<file path="src/rtl/asp_map.vh">
`ifndef ASP_MAP_VH
`define ASP_MAP_VH

// Register byte offsets on the APB side.
`define ASP_OFF_CTRL 8'h00
`define ASP_OFF_BUF 8'h04
`define ASP_OFF_RATE 8'h08
`define ASP_OFF_STAT 8'h0C

// Fields of serial_control_reg.
`define ASP_CTRL_RX_DONE 0
`define ASP_CTRL_TX_DONE 1
`define ASP_CTRL_RX_NINTH 2
`define ASP_CTRL_TX_NINTH 3
`define ASP_CTRL_REN 4
`define ASP_CTRL_FILTER 5
`define ASP_CTRL_MODE_LO 6
`define ASP_CTRL_MODE_HI 7

// Fields of the rate register.
`define ASP_RATE_DOUBLE 0
`define ASP_RATE_TX_SRC 1
`define ASP_RATE_RX_SRC 2

// Fields of the status register.
`define ASP_STAT_TXBUSY 0
`define ASP_STAT_RXBUSY 1

// Operating modes.
`define ASP_MODE_0 2'b00
`define ASP_MODE_1 2'b01
`define ASP_MODE_2 2'b10
`define ASP_MODE_3 2'b11

// Reset values.
`define ASP_MODE_RST 2'b00
`define ASP_BUF_RST 8'h00
`define ASP_RD_RST 32'h00000000
`define ASP_TSR_RST 9'h000
`define ASP_SAMP_RST 3'h7

// Bit timing constants.
`define ASP_CNT_LAST 4'hF
`define ASP_CNT_ZERO 4'h0
`define ASP_SAMPLE_A 4'h7
`define ASP_SAMPLE_B 4'h8
`define ASP_SAMPLE_C 4'h9
`define ASP_PRE_LAST 2'h3
`define ASP_RSR_INIT 9'h1FF
`define ASP_TX_END_PAT 8'h01

`endif

</file>
<file path="src/rtl/asp_serial_port.v">
// Notes on behaviour
// - Mode 1 frame: low start, eight data bits LSB first, high stop.
// - Mode 1 receive puts the stop bit into received_ninth_bit.
// - Modes 2/3 frame: start, eight data LSB first, transmit_ninth_bit, stop.
// - Mode 2 rate is oscillator divided by 32 or 64.
// - Mode 3 rate from timer 1 or 2 overflow, per direction.
// - Mode 1 buffer write loads a one as ninth bit and requests send.
// - Modes 2/3 buffer write loads transmit_ninth_bit as ninth bit, requests send.
// - Transmission starts at the next divide-by-16 rollover after the write.
// - Start bit first, shift register output one bit later, shift after that.
// - Modes 2/3 first shift inserts a one at bit nine, then zeros.
// - Mode 1 ends at tenth rollover: last shift, send off, transmit flag set.
// - Modes 2/3 end at eleventh rollover with the same actions.
// - Receiver samples at sixteen times bit rate with a sixteen-state counter.
// - Falling edge resets the counter and loads 1FF into the shift register.
// - Samples at counter states 7, 8, 9 with two-of-three majority vote.
// - Nonzero first bit aborts to edge search; valid start continues.
// - Nine-bit left shift register; start bit at top triggers final shift.
// - Mode 1 load only if receive flag clear and filter off or stop one.
// - Modes 2/3 load only if flag clear and filter off or ninth one.
// - Failed condition drops the frame, buffer and flags untouched.
// - Modes 2/3 ninth bit to flag, data to buffer, stop ignored.
// - Edge search resumes at final shift (mode 1) or one bit later.
// - Interrupt is OR of receive and transmit flags, never auto-cleared.
// - rate_double_bit resets to zero giving divide by 64.
`timescale 1ns/100ps
`include "asp_map.vh"

module asp_serial_port #(
  parameter ADDR_W = 8
)(
  input wire pclk,
  input wire presetn,
  input wire clk_en,
  input wire psel,
  input wire penable,
  input wire pwrite,
  input wire [ADDR_W-1:0] paddr,
  input wire [31:0] pwdata,
  output reg [31:0] prdata,
  output wire pready,
  output wire pslverr,
  input wire rxd,
  input wire t1_overflow,
  input wire t2_overflow,
  output reg txd,
  output wire serial_irq
);

  localparam RX_IDLE = 2'h0;
  localparam RX_BUSY = 2'h1;
  localparam RX_TAIL = 2'h2;

  function [7:0] asp_rev8;
    input [7:0] v;
    integer i;
    begin
      for (i = 0; i < 8; i = i + 1)
        asp_rev8[i] = v[7 - i];
    end
  endfunction

  ////////////////////////////////////////////////////////////////////////////////
  // Control state.

  reg [1:0] mode_r;
  reg multiprocessor_filter_bit;
  reg ren_r;
  reg transmit_ninth_bit;
  reg received_ninth_bit;
  reg transmit_done_flag;
  reg receive_done_flag;
  reg rate_double_bit;
  reg tx_rate_source_select;
  reg rx_rate_source_select;
  reg [7:0] serial_buffer_reg;

  wire [7:0] serial_control_reg = {mode_r, multiprocessor_filter_bit, ren_r,
                                   transmit_ninth_bit, received_ninth_bit,
                                   transmit_done_flag, receive_done_flag};

  ////////////////////////////////////////////////////////////////////////////////
  // APB slave.

  reg [31:0] rd_mux;
  reg addr_hit;
  wire tx_busy;
  wire rx_busy;

  // Zero wait states: pready only drops while the clock enable freezes the block.
  assign pready = clk_en;
  assign pslverr = psel & penable & ~addr_hit;

  wire wr_acc = psel & penable & pwrite & addr_hit;
  wire wr_ctrl = wr_acc & (paddr == `ASP_OFF_CTRL);
  wire wr_buf = wr_acc & (paddr == `ASP_OFF_BUF);
  wire wr_rate = wr_acc & (paddr == `ASP_OFF_RATE);

  always @*
  begin
    rd_mux = 32'h00000000;
    addr_hit = 1'b1;
    if (paddr == `ASP_OFF_CTRL)
      rd_mux = {24'h000000, serial_control_reg};
    else if (paddr == `ASP_OFF_BUF)
      rd_mux = {24'h000000, serial_buffer_reg};
    else if (paddr == `ASP_OFF_RATE)
      rd_mux = {29'h0, rx_rate_source_select, tx_rate_source_select,
                rate_double_bit};
    else if (paddr == `ASP_OFF_STAT)
      rd_mux = {30'h0, rx_busy, tx_busy};
    else
      addr_hit = 1'b0;
  end

  // Read data is captured in the setup cycle so it stays stable through access.
  always @(posedge pclk or negedge presetn)
  begin
    if (!presetn)
      prdata <= `ASP_RD_RST;
    else if (clk_en && psel && !penable)
      prdata <= rd_mux;
  end

  ////////////////////////////////////////////////////////////////////////////////
  // Bit-rate ticks at sixteen times the bit rate.

  reg [1:0] pre_r;
  reg t1_half_r;

  // Divide by 2 gives 1/32 of the oscillator, divide by 4 gives 1/64.
  wire osc_tick = rate_double_bit ? pre_r[0] : (pre_r == `ASP_PRE_LAST);
  wire t1_tick = t1_overflow & (rate_double_bit | t1_half_r);
  wire tx_tick = (mode_r == `ASP_MODE_2) ? osc_tick :
                 (tx_rate_source_select ? t2_overflow : t1_tick);
  wire rx_tick = (mode_r == `ASP_MODE_2) ? osc_tick :
                 (rx_rate_source_select ? t2_overflow : t1_tick);

  always @(posedge pclk or negedge presetn)
  begin
    if (!presetn)
    begin
      pre_r <= 2'h0;
      t1_half_r <= 1'b0;
    end
    else if (clk_en)
    begin
      pre_r <= pre_r + 2'h1;
      if (t1_overflow)
        t1_half_r <= ~t1_half_r;
    end
  end

  ////////////////////////////////////////////////////////////////////////////////
  // Transmitter.

  reg [3:0] tx_cnt_r;
  reg tx_pend_r;
  reg tx_send_r;
  reg tx_data_r;
  reg tx_shifted_r;
  reg [8:0] tsr_r;

  wire tx_en = (mode_r != `ASP_MODE_0);
  // The transmit counter runs whether or not a frame is queued, so a new frame
  // waits for its next rollover instead of starting at the buffer write.
  wire tx_roll = tx_tick & (tx_cnt_r == `ASP_CNT_LAST);
  // A write while a frame is pending or in flight is dropped to protect it.
  wire tx_load = wr_buf & ~tx_busy & tx_en;
  wire tx_ninth = (mode_r == `ASP_MODE_1) ? 1'b1 : transmit_ninth_bit;
  // The end pattern is only tested after the first shift, because a raw
  // ninth bit and data byte could mimic it before then.
  wire tx_last = tx_shifted_r & (tsr_r[8:1] == `ASP_TX_END_PAT);
  wire tx_done = tx_roll & tx_data_r & tx_last;
  wire tx_ins = ~tx_shifted_r & (mode_r != `ASP_MODE_1);
  wire txd_nxt = ~tx_send_r ? 1'b1 : (~tx_data_r ? 1'b0 : tsr_r[0]);

  assign tx_busy = tx_pend_r | tx_send_r;

  always @(posedge pclk or negedge presetn)
  begin
    if (!presetn)
    begin
      tx_cnt_r <= `ASP_CNT_ZERO;
      tx_pend_r <= 1'b0;
      tx_send_r <= 1'b0;
      tx_data_r <= 1'b0;
      tx_shifted_r <= 1'b0;
      tsr_r <= `ASP_TSR_RST;
      txd <= 1'b1;
    end
    else if (clk_en)
    begin
      txd <= txd_nxt;
      if (tx_tick)
        tx_cnt_r <= tx_cnt_r + 4'h1;
      if (tx_load)
      begin
        tsr_r <= {tx_ninth, pwdata[7:0]};
        tx_pend_r <= 1'b1;
      end
      else if (tx_roll)
      begin
        if (tx_pend_r)
        begin
          tx_pend_r <= 1'b0;
          tx_send_r <= 1'b1;
        end
        else if (tx_send_r && !tx_data_r)
          tx_data_r <= 1'b1;
        else if (tx_data_r)
        begin
          tsr_r <= {tx_ins, tsr_r[8:1]};
          tx_shifted_r <= 1'b1;
          if (tx_last)
          begin
            tx_send_r <= 1'b0;
            tx_data_r <= 1'b0;
            tx_shifted_r <= 1'b0;
          end
        end
      end
    end
  end

  ////////////////////////////////////////////////////////////////////////////////
  // Receiver.

  reg [1:0] rx_state_r;
  reg [3:0] rx_cnt_r;
  reg rxd_prev_r;
  reg [2:0] samp_r;
  reg rx_first_r;
  reg [8:0] rsr_r;

  wire rx_en = ren_r & (mode_r != `ASP_MODE_0);
  // The edge is judged between consecutive ticks, so detection lags the line
  // by up to one tick; the mid-bit samples leave ample margin for that.
  wire rx_edge = rx_tick & rxd_prev_r & ~rxd;
  wire rx_roll = rx_tick & (rx_cnt_r == `ASP_CNT_LAST);
  wire rx_samp = rx_tick & ((rx_cnt_r == `ASP_SAMPLE_A) | (rx_cnt_r == `ASP_SAMPLE_B) |
                            (rx_cnt_r == `ASP_SAMPLE_C));
  wire rx_bit = (samp_r[0] & samp_r[1]) | (samp_r[0] & samp_r[2]) |
                (samp_r[1] & samp_r[2]);
  wire rx_final = rx_roll & (rx_state_r == RX_BUSY) & ~rx_first_r & ~rsr_r[8];
  // The last sampled bit is the stop bit in mode 1 and the ninth bit in modes 2
  // and 3, so one filter test covers both frame formats.
  wire rx_accept = rx_final & ~receive_done_flag &
                   (~multiprocessor_filter_bit | rx_bit);

  assign rx_busy = (rx_state_r != RX_IDLE);

  always @(posedge pclk or negedge presetn)
  begin
    if (!presetn)
    begin
      rx_state_r <= RX_IDLE;
      rx_cnt_r <= `ASP_CNT_ZERO;
      rxd_prev_r <= 1'b1;
      samp_r <= `ASP_SAMP_RST;
      rx_first_r <= 1'b0;
      rsr_r <= `ASP_RSR_INIT;
    end
    else if (clk_en)
    begin
      if (rx_tick)
        rxd_prev_r <= rxd;
      if (rx_samp)
        samp_r <= {samp_r[1:0], rxd};
      if (!rx_en)
        rx_state_r <= RX_IDLE;
      else
      begin
        case (rx_state_r)
          RX_IDLE:
          begin
            if (rx_edge)
            begin
              rx_cnt_r <= `ASP_CNT_ZERO;
              rsr_r <= `ASP_RSR_INIT;
              rx_first_r <= 1'b1;
              rx_state_r <= RX_BUSY;
            end
            else if (rx_tick)
              rx_cnt_r <= rx_cnt_r + 4'h1;
          end
          RX_BUSY:
          begin
            if (rx_tick)
              rx_cnt_r <= rx_cnt_r + 4'h1;
            if (rx_roll)
            begin
              if (rx_first_r && rx_bit)
                rx_state_r <= RX_IDLE;
              else
              begin
                rsr_r <= {rsr_r[7:0], rx_bit};
                rx_first_r <= 1'b0;
                if (rx_final)
                  rx_state_r <= (mode_r == `ASP_MODE_1) ? RX_IDLE : RX_TAIL;
              end
            end
          end
          RX_TAIL:
          begin
            // The stop bit time of modes 2 and 3 is sat out but not checked.
            if (rx_tick)
              rx_cnt_r <= rx_cnt_r + 4'h1;
            if (rx_roll)
              rx_state_r <= RX_IDLE;
          end
          default:
            rx_state_r <= RX_IDLE;
        endcase
      end
    end
  end

  ////////////////////////////////////////////////////////////////////////////////
  // Registers written by software, updated by the serial logic, or both.

  always @(posedge pclk or negedge presetn)
  begin
    if (!presetn)
    begin
      mode_r <= `ASP_MODE_RST;
      multiprocessor_filter_bit <= 1'b0;
      ren_r <= 1'b0;
      transmit_ninth_bit <= 1'b0;
      received_ninth_bit <= 1'b0;
      transmit_done_flag <= 1'b0;
      receive_done_flag <= 1'b0;
      rate_double_bit <= 1'b0;
      tx_rate_source_select <= 1'b0;
      rx_rate_source_select <= 1'b0;
      serial_buffer_reg <= `ASP_BUF_RST;
    end
    else if (clk_en)
    begin
      if (wr_ctrl)
      begin
        mode_r <= pwdata[`ASP_CTRL_MODE_HI:`ASP_CTRL_MODE_LO];
        multiprocessor_filter_bit <= pwdata[`ASP_CTRL_FILTER];
        ren_r <= pwdata[`ASP_CTRL_REN];
        transmit_ninth_bit <= pwdata[`ASP_CTRL_TX_NINTH];
      end
      if (wr_rate)
      begin
        rate_double_bit <= pwdata[`ASP_RATE_DOUBLE];
        tx_rate_source_select <= pwdata[`ASP_RATE_TX_SRC];
        rx_rate_source_select <= pwdata[`ASP_RATE_RX_SRC];
      end
      // Hardware events win over a software write in the same cycle.
      if (rx_accept)
      begin
        serial_buffer_reg <= asp_rev8(rsr_r[7:0]);
        received_ninth_bit <= rx_bit;
        receive_done_flag <= 1'b1;
      end
      else if (wr_ctrl)
      begin
        received_ninth_bit <= pwdata[`ASP_CTRL_RX_NINTH];
        receive_done_flag <= pwdata[`ASP_CTRL_RX_DONE];
      end
      if (tx_done)
        transmit_done_flag <= 1'b1;
      else if (wr_ctrl)
        transmit_done_flag <= pwdata[`ASP_CTRL_TX_DONE];
    end
  end

  // The flags stay set until software clears them, so the request is a level.
  assign serial_irq = receive_done_flag | transmit_done_flag;

endmodule

</file>
<file path="config.mk">
export PLATFORM = sky130hd
export DESIGN_NAME = asp_serial_port
export DESIGN_NICKNAME = d
export VERILOG_FILES = /design/src/rtl/asp_serial_port.v
export VERILOG_INCLUDE_DIRS = /design/src /design/src/rtl
export SDC_FILE = /design/constraint.sdc
export NUM_CORES = 1
export LEC_CHECK = 0
export ABC_AREA = 0
export ABC_CLOCK_PERIOD_IN_PS = 2600
export BUFFER_PORTS_ARGS = -buffer_cell sky130_fd_sc_hd__buf_2
export CORE_AREA = 2 2 82 123
export DETAILED_ROUTE_END_ITERATION = 6
export DIE_AREA = 0 0 84 125
export PLACE_DENSITY_LB_ADDON = 0.3
export SETUP_SLACK_MARGIN = 0.05
export SLEW_MARGIN = 25
export SYNTH_ARGS = -nofsm -noshare
export SYNTH_HDL_FRONTEND = slang
export SYNTH_SLANG_ARGS = --single-unit
</file>
<file path="constraint.sdc">
create_clock -name pclk -period 2.6 [get_ports pclk]
set_input_delay 0.52 -clock pclk [delete_from_list [all_inputs] [get_ports pclk]]
set_output_delay 0.52 -clock pclk [all_outputs]
set_load 0.005 [all_outputs]
</file>
==> reports/metrics.yaml, run 1 <==
run_status:
  outcome: "completed"
setup_path:
  worstPathRequired_ns: 2.81
  critPathMaxFanout: 10
  reg2regPathDepth: 7
  crit_type: "register to register"
  cp.arrival_ns: 2.41
  start_kind: "register"
  timing.rr.start: "rx_state_r[1]$_DFFE_PN0P_"
  end_kind: "register"
  worstReg2RegEnd: "serial_buffer_reg[2]$_DFFE_PN0P_"
  critPathLaunch: "rx_state_r[1]$_DFFE_PN0P_"
  crit_path_end: "serial_buffer_reg[2]$_DFFE_PN0P_"
  ff2ff_setup_slack_ns: 0.40
yosys:
  yosys.area.top_type: "dfrtp_1"
  yosys_warnings: 0
  synth_top_area_share: 0.366
  async_reset_ff_frac: 1.00
  postSynthAreaPerCell_um2: 10.9
  synth_area_leaders: "dfrtp_1, dfstp_2, mux2_2, buf_4, ha_1"
  syn_inst: 338
  ys_ff_latch: 68
  synth-edff-count: 0
  ys_types: 57
  syn_area_mm2: 0.00369
  ys_seq_area_frac: 0.465
  ys.flop_type: "dfrtp_1"
clock_tree:
  clkSlewWorstSetupHoldPaths_ns: 0.06
  clock_sinks: 68
  clock_path_buffers: 2
  cts_setup_buffers: 0
  cts_buffers: 9
  cts.hold.buffers_added: 0
  h-tree-depth: 3
  clk_latency_ns: 0.33
  cts_resized: 0
  cts_tree: "done"
  root_buffer: "clkbuf_16"
sta:
  slew_violations: 0
  period_share: 0.846
  clock.fmax_ghz: 0.455
  setup_violations: 0
  period_needed_ns: 2.20
  tightestPinTransition_ns: 0.559
  rsz0062_at_grt: "no"
  tns_ns: 0
  setup_ws_ns: 0.401
  hold_viol: 0
  relSlewSlack: 0.627
  finalClockSkew_ns: 0.00745
job:
  drv_cap: 0
final_layout:
  top_regs: "rsr_r: 9 flops, tsr_r: 9 flops"
  fillCellCount: 917
  final_common_cell: "dfrtp_1"
  syn2layout_area_growth_pct: 17.3
  mostFrequentLayoutCells: "dfrtp_1, buf_2, mux2_2"
  antenna_cells: 0
  postLayoutCellArea_mm2: 0.00433
  fin_nets: 445
  drive_above_1_share: 0.315
placement:
  portBuffers: 36
  place_hpwl_mm: 6.21
  pre_cts_ws_ns: 0.275
  placed_area_mm2: 0.00397
  gp_congestion: 0.777
floorplanning:
  io_pins: 85
  die_w_um: 84
  row_count: 44
  die_h_um: 125
  coreArea_mm2: 0.00952
  start_util: 0.388
  dieArea_mm2: 0.0105
global_routing:
  grt_pass1_vias: 2746
  track_usage: 0.165
  grt_first_pass_wirelength_mm: 13.5
  grt_overflow_total: 0
  grt_max_degree: 27
  antenna_found_initial: 0
route:
  final_antenna_net_count: 0
  via_count: 2685
  drtPass1Iterations: 4
  vias_per_cell: 5.31
  drt_iter0_markers: 152
  wl_mm: 8.02
  routedWlPerCell_um: 15.8
  drcViolationCount: 0
power:
  ir_drop_v: 0.000380
  p_leak_nw: 2.02
  p_per_area_mw_per_mm2: 701
worst_hold_path:
  hold_class: "input pin to asynchronous set/reset pin"
## critical path, cell delays in order, from the launching register on
cell     delay, ns
dfrtp_1       0.39
inv_1         0.11
ha_1          0.23
nand2_1       0.07
nor4_1        0.36
and3_1        0.31
nand3_2       0.25
mux2_2        0.35
## logic make-up (layout without fill, tap and decap cells)
family,after synthesis,in the layout,synth area share
multiplexers,41,41,0.125
flip-flops,68,68,0.465
AND/OR/NAND/NOR,97,97,0.150
other,1,24,0.00102
buffers and inverters,47,77,0.0742
adder cells (fa/ha/maj),11,11,0.0369
XOR/XNOR,5,5,0.0119
AO/OA/AOI/OAI,68,68,0.136
## metrics by stage
step                      hold WS [ns]  std cells  power (W)   util
final                            0.178        506    0.00304  0.455
after global routing             0.213        506    0.00319  0.455
after CTS                        0.187        506    0.00308  0.455
after detailed placement         0.472        490    0.00158  0.417
after global placement           0.455        490    0.00156  0.417
after floorplan                  0.224        361    0.00149      -
## how the worst min path moves through the flow
stage                            startpoint                                    end  slack [ns]  depth (start not counted)
detailed placement    t1_half_r$_DFFE_PN0P_                  t1_half_r$_DFFE_PN0P_        0.47                          1
global placement    tx_cnt_r[3]$_DFFE_PN0P_                tx_cnt_r[3]$_DFFE_PN0P_        0.46                          1
CTS                                 presetn  multiprocessor_filter_bit$_DFFE_PN0P_        0.19                          1
floorplan                           presetn                  mode_r[0]$_DFFE_PN0P_        0.22                          0
global route                        presetn                  mode_r[1]$_DFFE_PN0P_        0.21                          1
finish                              presetn                  mode_r[1]$_DFFE_PN0P_        0.18                          1
## Yosys cell counts, types with 2 or more instances
| library cell | n |
|---|---|
| a211oi_1 | 2 |
| inv_1 | 13 |
| nor4_1 | 2 |
| a21oi_1 | 11 |
| xor2_1 | 2 |
| nor3_4 | 2 |
| clkbuf_1 | 8 |
| o21ai_0 | 14 |
| a31oi_1 | 3 |
| a2bb2oi_1 | 8 |
| mux2i_1 | 9 |
| ha_1 | 10 |
| and4_1 | 3 |
| dfstp_2 | 14 |
| nand2_1 | 22 |
| a21o_1 | 2 |
| nand3_1 | 10 |
| nand4_1 | 6 |
| nor3_1 | 2 |
| mux2_2 | 29 |
| nand2b_1 | 12 |
| buf_4 | 26 |
| nand3b_1 | 3 |
| and3_1 | 5 |
| o211ai_1 | 3 |
| xnor2_1 | 3 |
| nor2b_1 | 4 |
| a22o_1 | 4 |
| nor2_1 | 14 |
| or2_2 | 4 |
| dfrtp_1 | 54 |
| mux2_1 | 2 |
| o22a_1 | 8 |
## metal layers
metal | track usage | wire, um
met3 | 0.0310 | 245
met4 | 0.0911 | 215
met2 | 0.291 | 4280
met1 | 0.184 | 3270
met5 | 0 | 0
## power breakdown
group	internal (W)	switching, W
Combinational	0.000150	0.000168
Clock	0.00103	0.000454
Sequential	0.00117	0.0000642
## final cells by class
| type | instances | area, um^2 | area share |
|---|---|---|---|
| clock buffers | 9 | 225 | 0.0520 |
| clock inverters | 7 | 139 | 0.0321 |
| inverters | 13 | 48.8 | 0.0113 |
| multi-input cells | 246 | 1790 | 0.412 |
| flip-flops and latches | 68 | 1720 | 0.397 |
| well taps | 115 | 144 | 0.0332 |
| repair buffers | 48 | 270 | 0.0624 |
Note: power is estimated with default switching activity, not from simulation.
==> run 2, diff against run 1 <==
--- a/config.mk
+++ b/config.mk
@@ -7,7 +7,7 @@
 export NUM_CORES = 1
 export LEC_CHECK = 0
 export ABC_AREA = 0
-export ABC_CLOCK_PERIOD_IN_PS = 2600
+export ABC_CLOCK_PERIOD_IN_PS = 1770
 export BUFFER_PORTS_ARGS = -buffer_cell sky130_fd_sc_hd__buf_2
 export CORE_AREA = 2 2 82 123
 export DETAILED_ROUTE_END_ITERATION = 6
==> constraint.sdc (replaced) <==
create_clock -name pclk -period 1.77 [get_ports pclk]
set_input_delay 0.354 -clock pclk [delete_from_list [all_inputs] [get_ports pclk]]
set_output_delay 0.354 -clock pclk [all_outputs]
set_load 0.005 [all_outputs]
==> run 2 against run 1 <==
Compared with the run above:
- the run now ends with hold timing, setup timing left
- count of clock-buffer cells in the layout up 2
- via count increased by 10%
- combinational power grew 140%
- non-clock buffer count up 56
- routed wire length increased by 17%
- final area up 19%
- global-route usage grew 1.7 points
- first-iteration DRC count shrank 25%
- highest routed layer unchanged
==> reports/metrics.yaml, run 2 (synthesized netlist as in run 1, its figures left out) <==
run_status:
  outcome: "finished with violations"
  failed_checks: "hold timing, setup timing"
route:
  drcViolationCount: 0
  drt_iter0_markers: 114
  final_antenna_net_count: 0
  wl_mm: 9.41
  drtPass1Iterations: 5
  via_count: 2963
  vias_per_cell: 5.24
  routedWlPerCell_um: 16.6
setup_path:
  worstPathRequired_ns: 2.00
  slowest_delay_ns: 0.38
  cp.arrival_ns: 2.10
  critPathMaxFanout: 6
  crit_type: "register to register"
  cp_cell_sequence: "ha_2 > nor2b_4 > a211o_4 > buf_6 > nand4_1 > buf_6 > a21oi_4 > o221a_2"
  start_kind: "register"
  critPathMostFrequentCell: "buf_6"
  crit_family: "compound AO/OA/AOI/OAI gates"
  slowest_stage: "dfrtp_1"
  cp_num_buf_inv: 2
  end_kind: "register"
  ff2ff_setup_slack_ns: -0.1
final_layout:
  drive_above_1_share: 0.487
  top_regs: "rsr_r: 9 flops, tsr_r: 9 flops"
  antenna_cells: 0
  syn2layout_area_growth_pct: 39.3
  final_common_cell: "buf_4"
  mostFrequentLayoutCells: "buf_4, dfrtp_1, buf_2"
  utilization: 0.540
  fin_cells: 565
  fin_nets: 504
floorplanning:
  die_w_um: 84
  die_h_um: 125
  io_pins: 85
  coreArea_mm2: 0.00952
  dieArea_mm2: 0.0105
  row_count: 44
  start_util: 0.388
global_routing:
  track_usage: 0.182
  antenna_found_initial: 0
  grt_pass1_vias: 3074
  grt_max_degree: 30
  grt_first_pass_wirelength_mm: 15.0
  grt_overflow_total: 0
sta:
  finalClockSkew_ns: 0.00504
  rsz0062_at_grt: "yes"
  period_share: 1.06
  period_needed_ns: 1.87
  clock.fmax_ghz: 0.535
  slew_violations: 0
  hold_viol: 2
  setup_ws_ns: -0.0983
  whs_ns: -0.00626
  setup_violations: 24
  relSlewSlack: 0.646
  tightestPinTransition_ns: 0.531
clock_tree:
  root_buffer: "clkbuf_16"
  h-tree-depth: 3
  clk_latency_ns: 0.34
  cts_tree: "done"
  clkSlewWorstSetupHoldPaths_ns: 0.06
  clock_path_buffers: 2
  cts_buffers: 9
  cts.hold.buffers_added: 0
  clock_sinks: 68
worst_hold_path:
  hold_class: "input pin to asynchronous set/reset pin"
power:
  p_leak_nw: 2.40
  p_per_area_mw_per_mm2: 865
  ir_drop_v: 0.000555
placement:
  place_hpwl_mm: 6.60
  dp_cells: 532
  pre_cts_ws_ns: -0.201
  gp_congestion: 0.769
  portBuffers: 36
job:
  drv_cap: 0
[run 2: worst reg2reg max path: cells and delay by family, from the launching register on]
| family | cells | cell delay (ns) |
|---|---|---|
| AO/OA/AOI/OAI | 3 | 0.69 |
| adder cells (fa/ha/maj) | 1 | 0.18 |
| buffers and inverters | 2 | 0.29 |
| flip-flops | 1 | 0.38 |
| AND/OR/NAND/NOR | 2 | 0.22 |
[run 2: report_power, final]
part           internal [W]  leakage (nW)  total (W)  switching (W)
clock               0.00117         0.148    0.00186       0.000693
combinational      0.000434          1.39   0.000775       0.000340
sequential          0.00172         0.862    0.00182      0.0000955
[run 2: metrics by stage]
step / total power [W] / TNS (ns) / area (um^2)
finish: 0.00445 / -0.919 / 5150
global route: 0.00464 / -2.82 / 5150
CTS: 0.00435 / -1.71 / 4870
detailed placement: 0.00245 / -4.09 / 4370
global placement: 0.00242 / -3.05 / 4370
floorplan: 0.00219 / -0.917 / 3840
[run 2: final timing paths]
path,from,endpoint,depth (start not counted)
setup / recovery,pre_r[0]$_DFFE_PN0P_,tsr_r[8]$_DFFE_PN0P_,8
hold / removal,presetn,serial_buffer_reg[5]$_DFFE_PN0P_,1
setup reg to reg,pre_r[0]$_DFFE_PN0P_,tsr_r[8]$_DFFE_PN0P_,8
hold reg to reg,prdata[3]$_DFFE_PN0P_,prdata[3]$_DFFE_PN0P_,2
max in group asynchronous,presetn,rsr_r[0]$_DFFE_PN1P_,2
min in group pclk,pwdata[3],transmit_ninth_bit$_DFFE_PN0P_,2
[run 2: cell type report]
class                   instances  area [um^2]
well taps                     115          144
clock inverters                 5         58.8
repair buffers                104          766
fillers                       831         4380
clock buffers                  11          253
flip-flops and latches         68         1720
multi-input cells             249         2150
inverters                      13         51.3
[run 2: routing by layer]
layer / share of wire / GRT usage / up-vias
met1: 0.38 / 0.201 / 1463
li1: - / - / 1401
met5: 0 / 0 / -
met2: 0.56 / 0.328 / 80
met3: 0.038 / 0.0462 / 19
met4: 0.023 / 0.0750 / 0
[run 2: what timing repair did]
item	CTS	global route
setup endpoints to repair	44	48
setup buffers	4	11
pin swaps	9	20
gates resized for setup	31	45
cloned	2	1
hold endpoints to repair	0	0
==> run 3, diff against run 2 <==
--- a/config.mk
+++ b/config.mk
@@ -13,7 +13,6 @@
 export DETAILED_ROUTE_END_ITERATION = 6
 export DIE_AREA = 0 0 84 125
 export PLACE_DENSITY_LB_ADDON = 0.3
-export SETUP_SLACK_MARGIN = 0.05
 export SLEW_MARGIN = 25
 export SYNTH_ARGS = -nofsm -noshare
 export SYNTH_HDL_FRONTEND = slang
==> run 3 against run 2 <==
Compared with the run above:
- the flow finishes with violations (setup timing)
- hold slack better by 0.045 ns
- power down 2.4%
- die area unchanged
- non-clock buffer count is 2 lower
==> reports/metrics.yaml, run 3 (synthesized netlist as in run 1, its figures left out) <==
power:
  power.internal_w: 0.00325
  netSwitchingFraction: 0.252
  power_frac_seq: 0.420
  pwr-share-comb: 0.168
  p_leak_nw: 2.36
  p_clk_frac: 0.411
  power_switching_w: 0.00109
  p_per_area_mw_per_mm2: 862
  ir_drop_v: 0.000505
route:
  via_count: 2955
  final_antenna_net_count: 0
  routedWlPerCell_um: 16.3
  drcViolationCount: 0
  drtPass1Iterations: 6
  vias_per_cell: 5.26
  drt_iter0_markers: 126
  wl_mm: 9.19
clock_tree:
  cts.hold.buffers_added: 0
  root_buffer: "clkbuf_16"
  clock_path_buffers: 2
  h-tree-depth: 3
  clock_sinks: 68
  cts_buffers: 9
  clk_latency_ns: 0.34
  clkSlewWorstSetupHoldPaths_ns: 0.06
  cts_tree: "done"
setup_path:
  crit_type: "register to register"
  critPathMaxFanout: 9
  worstPathRequired_ns: 2.03
  slowest_delay_ns: 0.39
  end_kind: "register"
  cp.arrival_ns: 2.15
  start_kind: "register"
  cp_cell_sequence: "ha_2 > nor2b_4 > a211o_1 > buf_6 > a31oi_4 > nor3_4 > buf_12 > mux2_1"
  slowest_stage: "dfrtp_1"
final_layout:
  final_common_cell: "buf_4"
  fin_cells: 562
  fin_nets: 501
  utilization: 0.529
  drive_above_1_share: 0.465
  top_regs: "rsr_r: 9 flops, tsr_r: 9 flops"
  syn2layout_area_growth_pct: 36.5
  mostFrequentLayoutCells: "buf_4, dfrtp_1, buf_2"
  antenna_cells: 0
placement:
  place_hpwl_mm: 6.39
  dp_cells: 533
  pre_cts_ws_ns: -0.249
  gp_congestion: 0.753
  portBuffers: 36
job:
  drv_cap: 0
floorplanning:
  coreArea_mm2: 0.00952
  die_h_um: 125
  io_pins: 85
  die_w_um: 84
  dieArea_mm2: 0.0105
  row_count: 44
  start_util: 0.388
sta:
  clock.fmax_ghz: 0.530
  whs_ns: 0.0384
  rsz0062_at_grt: "yes"
  period_share: 1.07
  setup_violations: 27
  finalClockSkew_ns: 0.00602
  slew_violations: 0
  setup_ws_ns: -0.119
  period_needed_ns: 1.89
  hold_viol: 0
run_status:
  outcome: "finished with violations"
  failed_checks: "setup timing"
worst_hold_path:
  hold_class: "input pin to asynchronous set/reset pin"
global_routing:
  grt_first_pass_wirelength_mm: 14.9
  grt_overflow_total: 0
  grt_pass1_vias: 2956
  grt_max_degree: 69
  track_usage: 0.182
  antenna_found_initial: 0
run 3: cell types whose count changed in the layout (fill, tap and decap cells not counted), sizes merged:
cell	previous run	this run
clkinvlp	2	0
clkinv	1	3
clkbuf	11	12
inv	14	13
buf	104	102
and4	4	3
run 3: through the flow:
stage / TNS [ns] / total power, W / cell area (um^2)
2_1_floorplan: -1.02 / 0.00219 / 3840
3_3_place_gp: -3.80 / 0.00241 / 4360
3_5_place_dp: -5.18 / 0.00244 / 4360
4_1_cts: -2.02 / 0.00429 / 4920
5_1_grt: -4.28 / 0.00455 / 5040
6_report: -1.74 / 0.00435 / 5040
run 3: what timing repair did:
action	in CTS	in global routing
cloned	2	0
setup endpoints to repair	40	44
gates resized for setup	38	21
pin swaps	22	15
hold endpoints to repair	0	0
buffers inserted	8	3
run 3: layer usage:
layer  track usage  up-vias  routed length [um]
met2         0.330       73                5100
li1              -     1392                   -
met5             0        -                   0
met1         0.201     1472                3540
met3        0.0337       18                 296
met4        0.0882        0                 247
run 3: worst paths after layout:
kind / endpoint / startpoint / slack (ns) / depth (start not counted)
worst min register to register: tx_cnt_r[3]$_DFFE_PN0P_ / tx_cnt_r[3]$_DFFE_PN0P_ / 0.47 / 1
worst max-delay path: rsr_r[1]$_DFFE_PN1P_ / pre_r[0]$_DFFE_PN0P_ / -0.12 / 8
max in group asynchronous: txd$_DFFE_PN1P_ / presetn / 1.41 / 2
min in group pclk: samp_r[0]$_DFFE_PN1P_ / rxd / 0.28 / 2
worst min-delay path: prdata[3]$_DFFE_PN0P_ / presetn / 0.04 / 2
worst max register to register: rsr_r[1]$_DFFE_PN1P_ / pre_r[0]$_DFFE_PN0P_ / -0.12 / 8
run 3: cell type report:
| class | count | area (um^2) |
|---|---|---|
| flip-flops and latches | 68 | 1720 |
| fillers | 868 | 4480 |
| clock inverters | 4 | 48.8 |
| repair buffers | 102 | 731 |
| multi-input cells | 248 | 2100 |
| inverters | 13 | 48.8 |
| well taps | 115 | 144 |
| clock buffers | 12 | 246 |
run 3: power groups by stage:
stage / Combinational (W) / Sequential (W) / Clock [W]
final: 0.000732 / 0.00183 / 0.00179
after CTS: 0.000653 / 0.00182 / 0.00182
after floorplan: 0.000374 / 0.00182 / 0
after global routing: 0.000804 / 0.00184 / 0.00190
after detailed placement: 0.000603 / 0.00184 / 0
after global placement: 0.000579 / 0.00183 / 0
run 3: worst max-delay path, delay by kind of cell (launching register included):
| kind | cells | cell delay [ns] |
|---|---|---|
| buf+inv | 2 | 0.31 |
| simple gates | 2 | 0.20 |
| compound gates | 2 | 0.43 |
| fa+ha+maj | 1 | 0.18 |
| flops | 1 | 0.39 |
| mux | 1 | 0.30 |
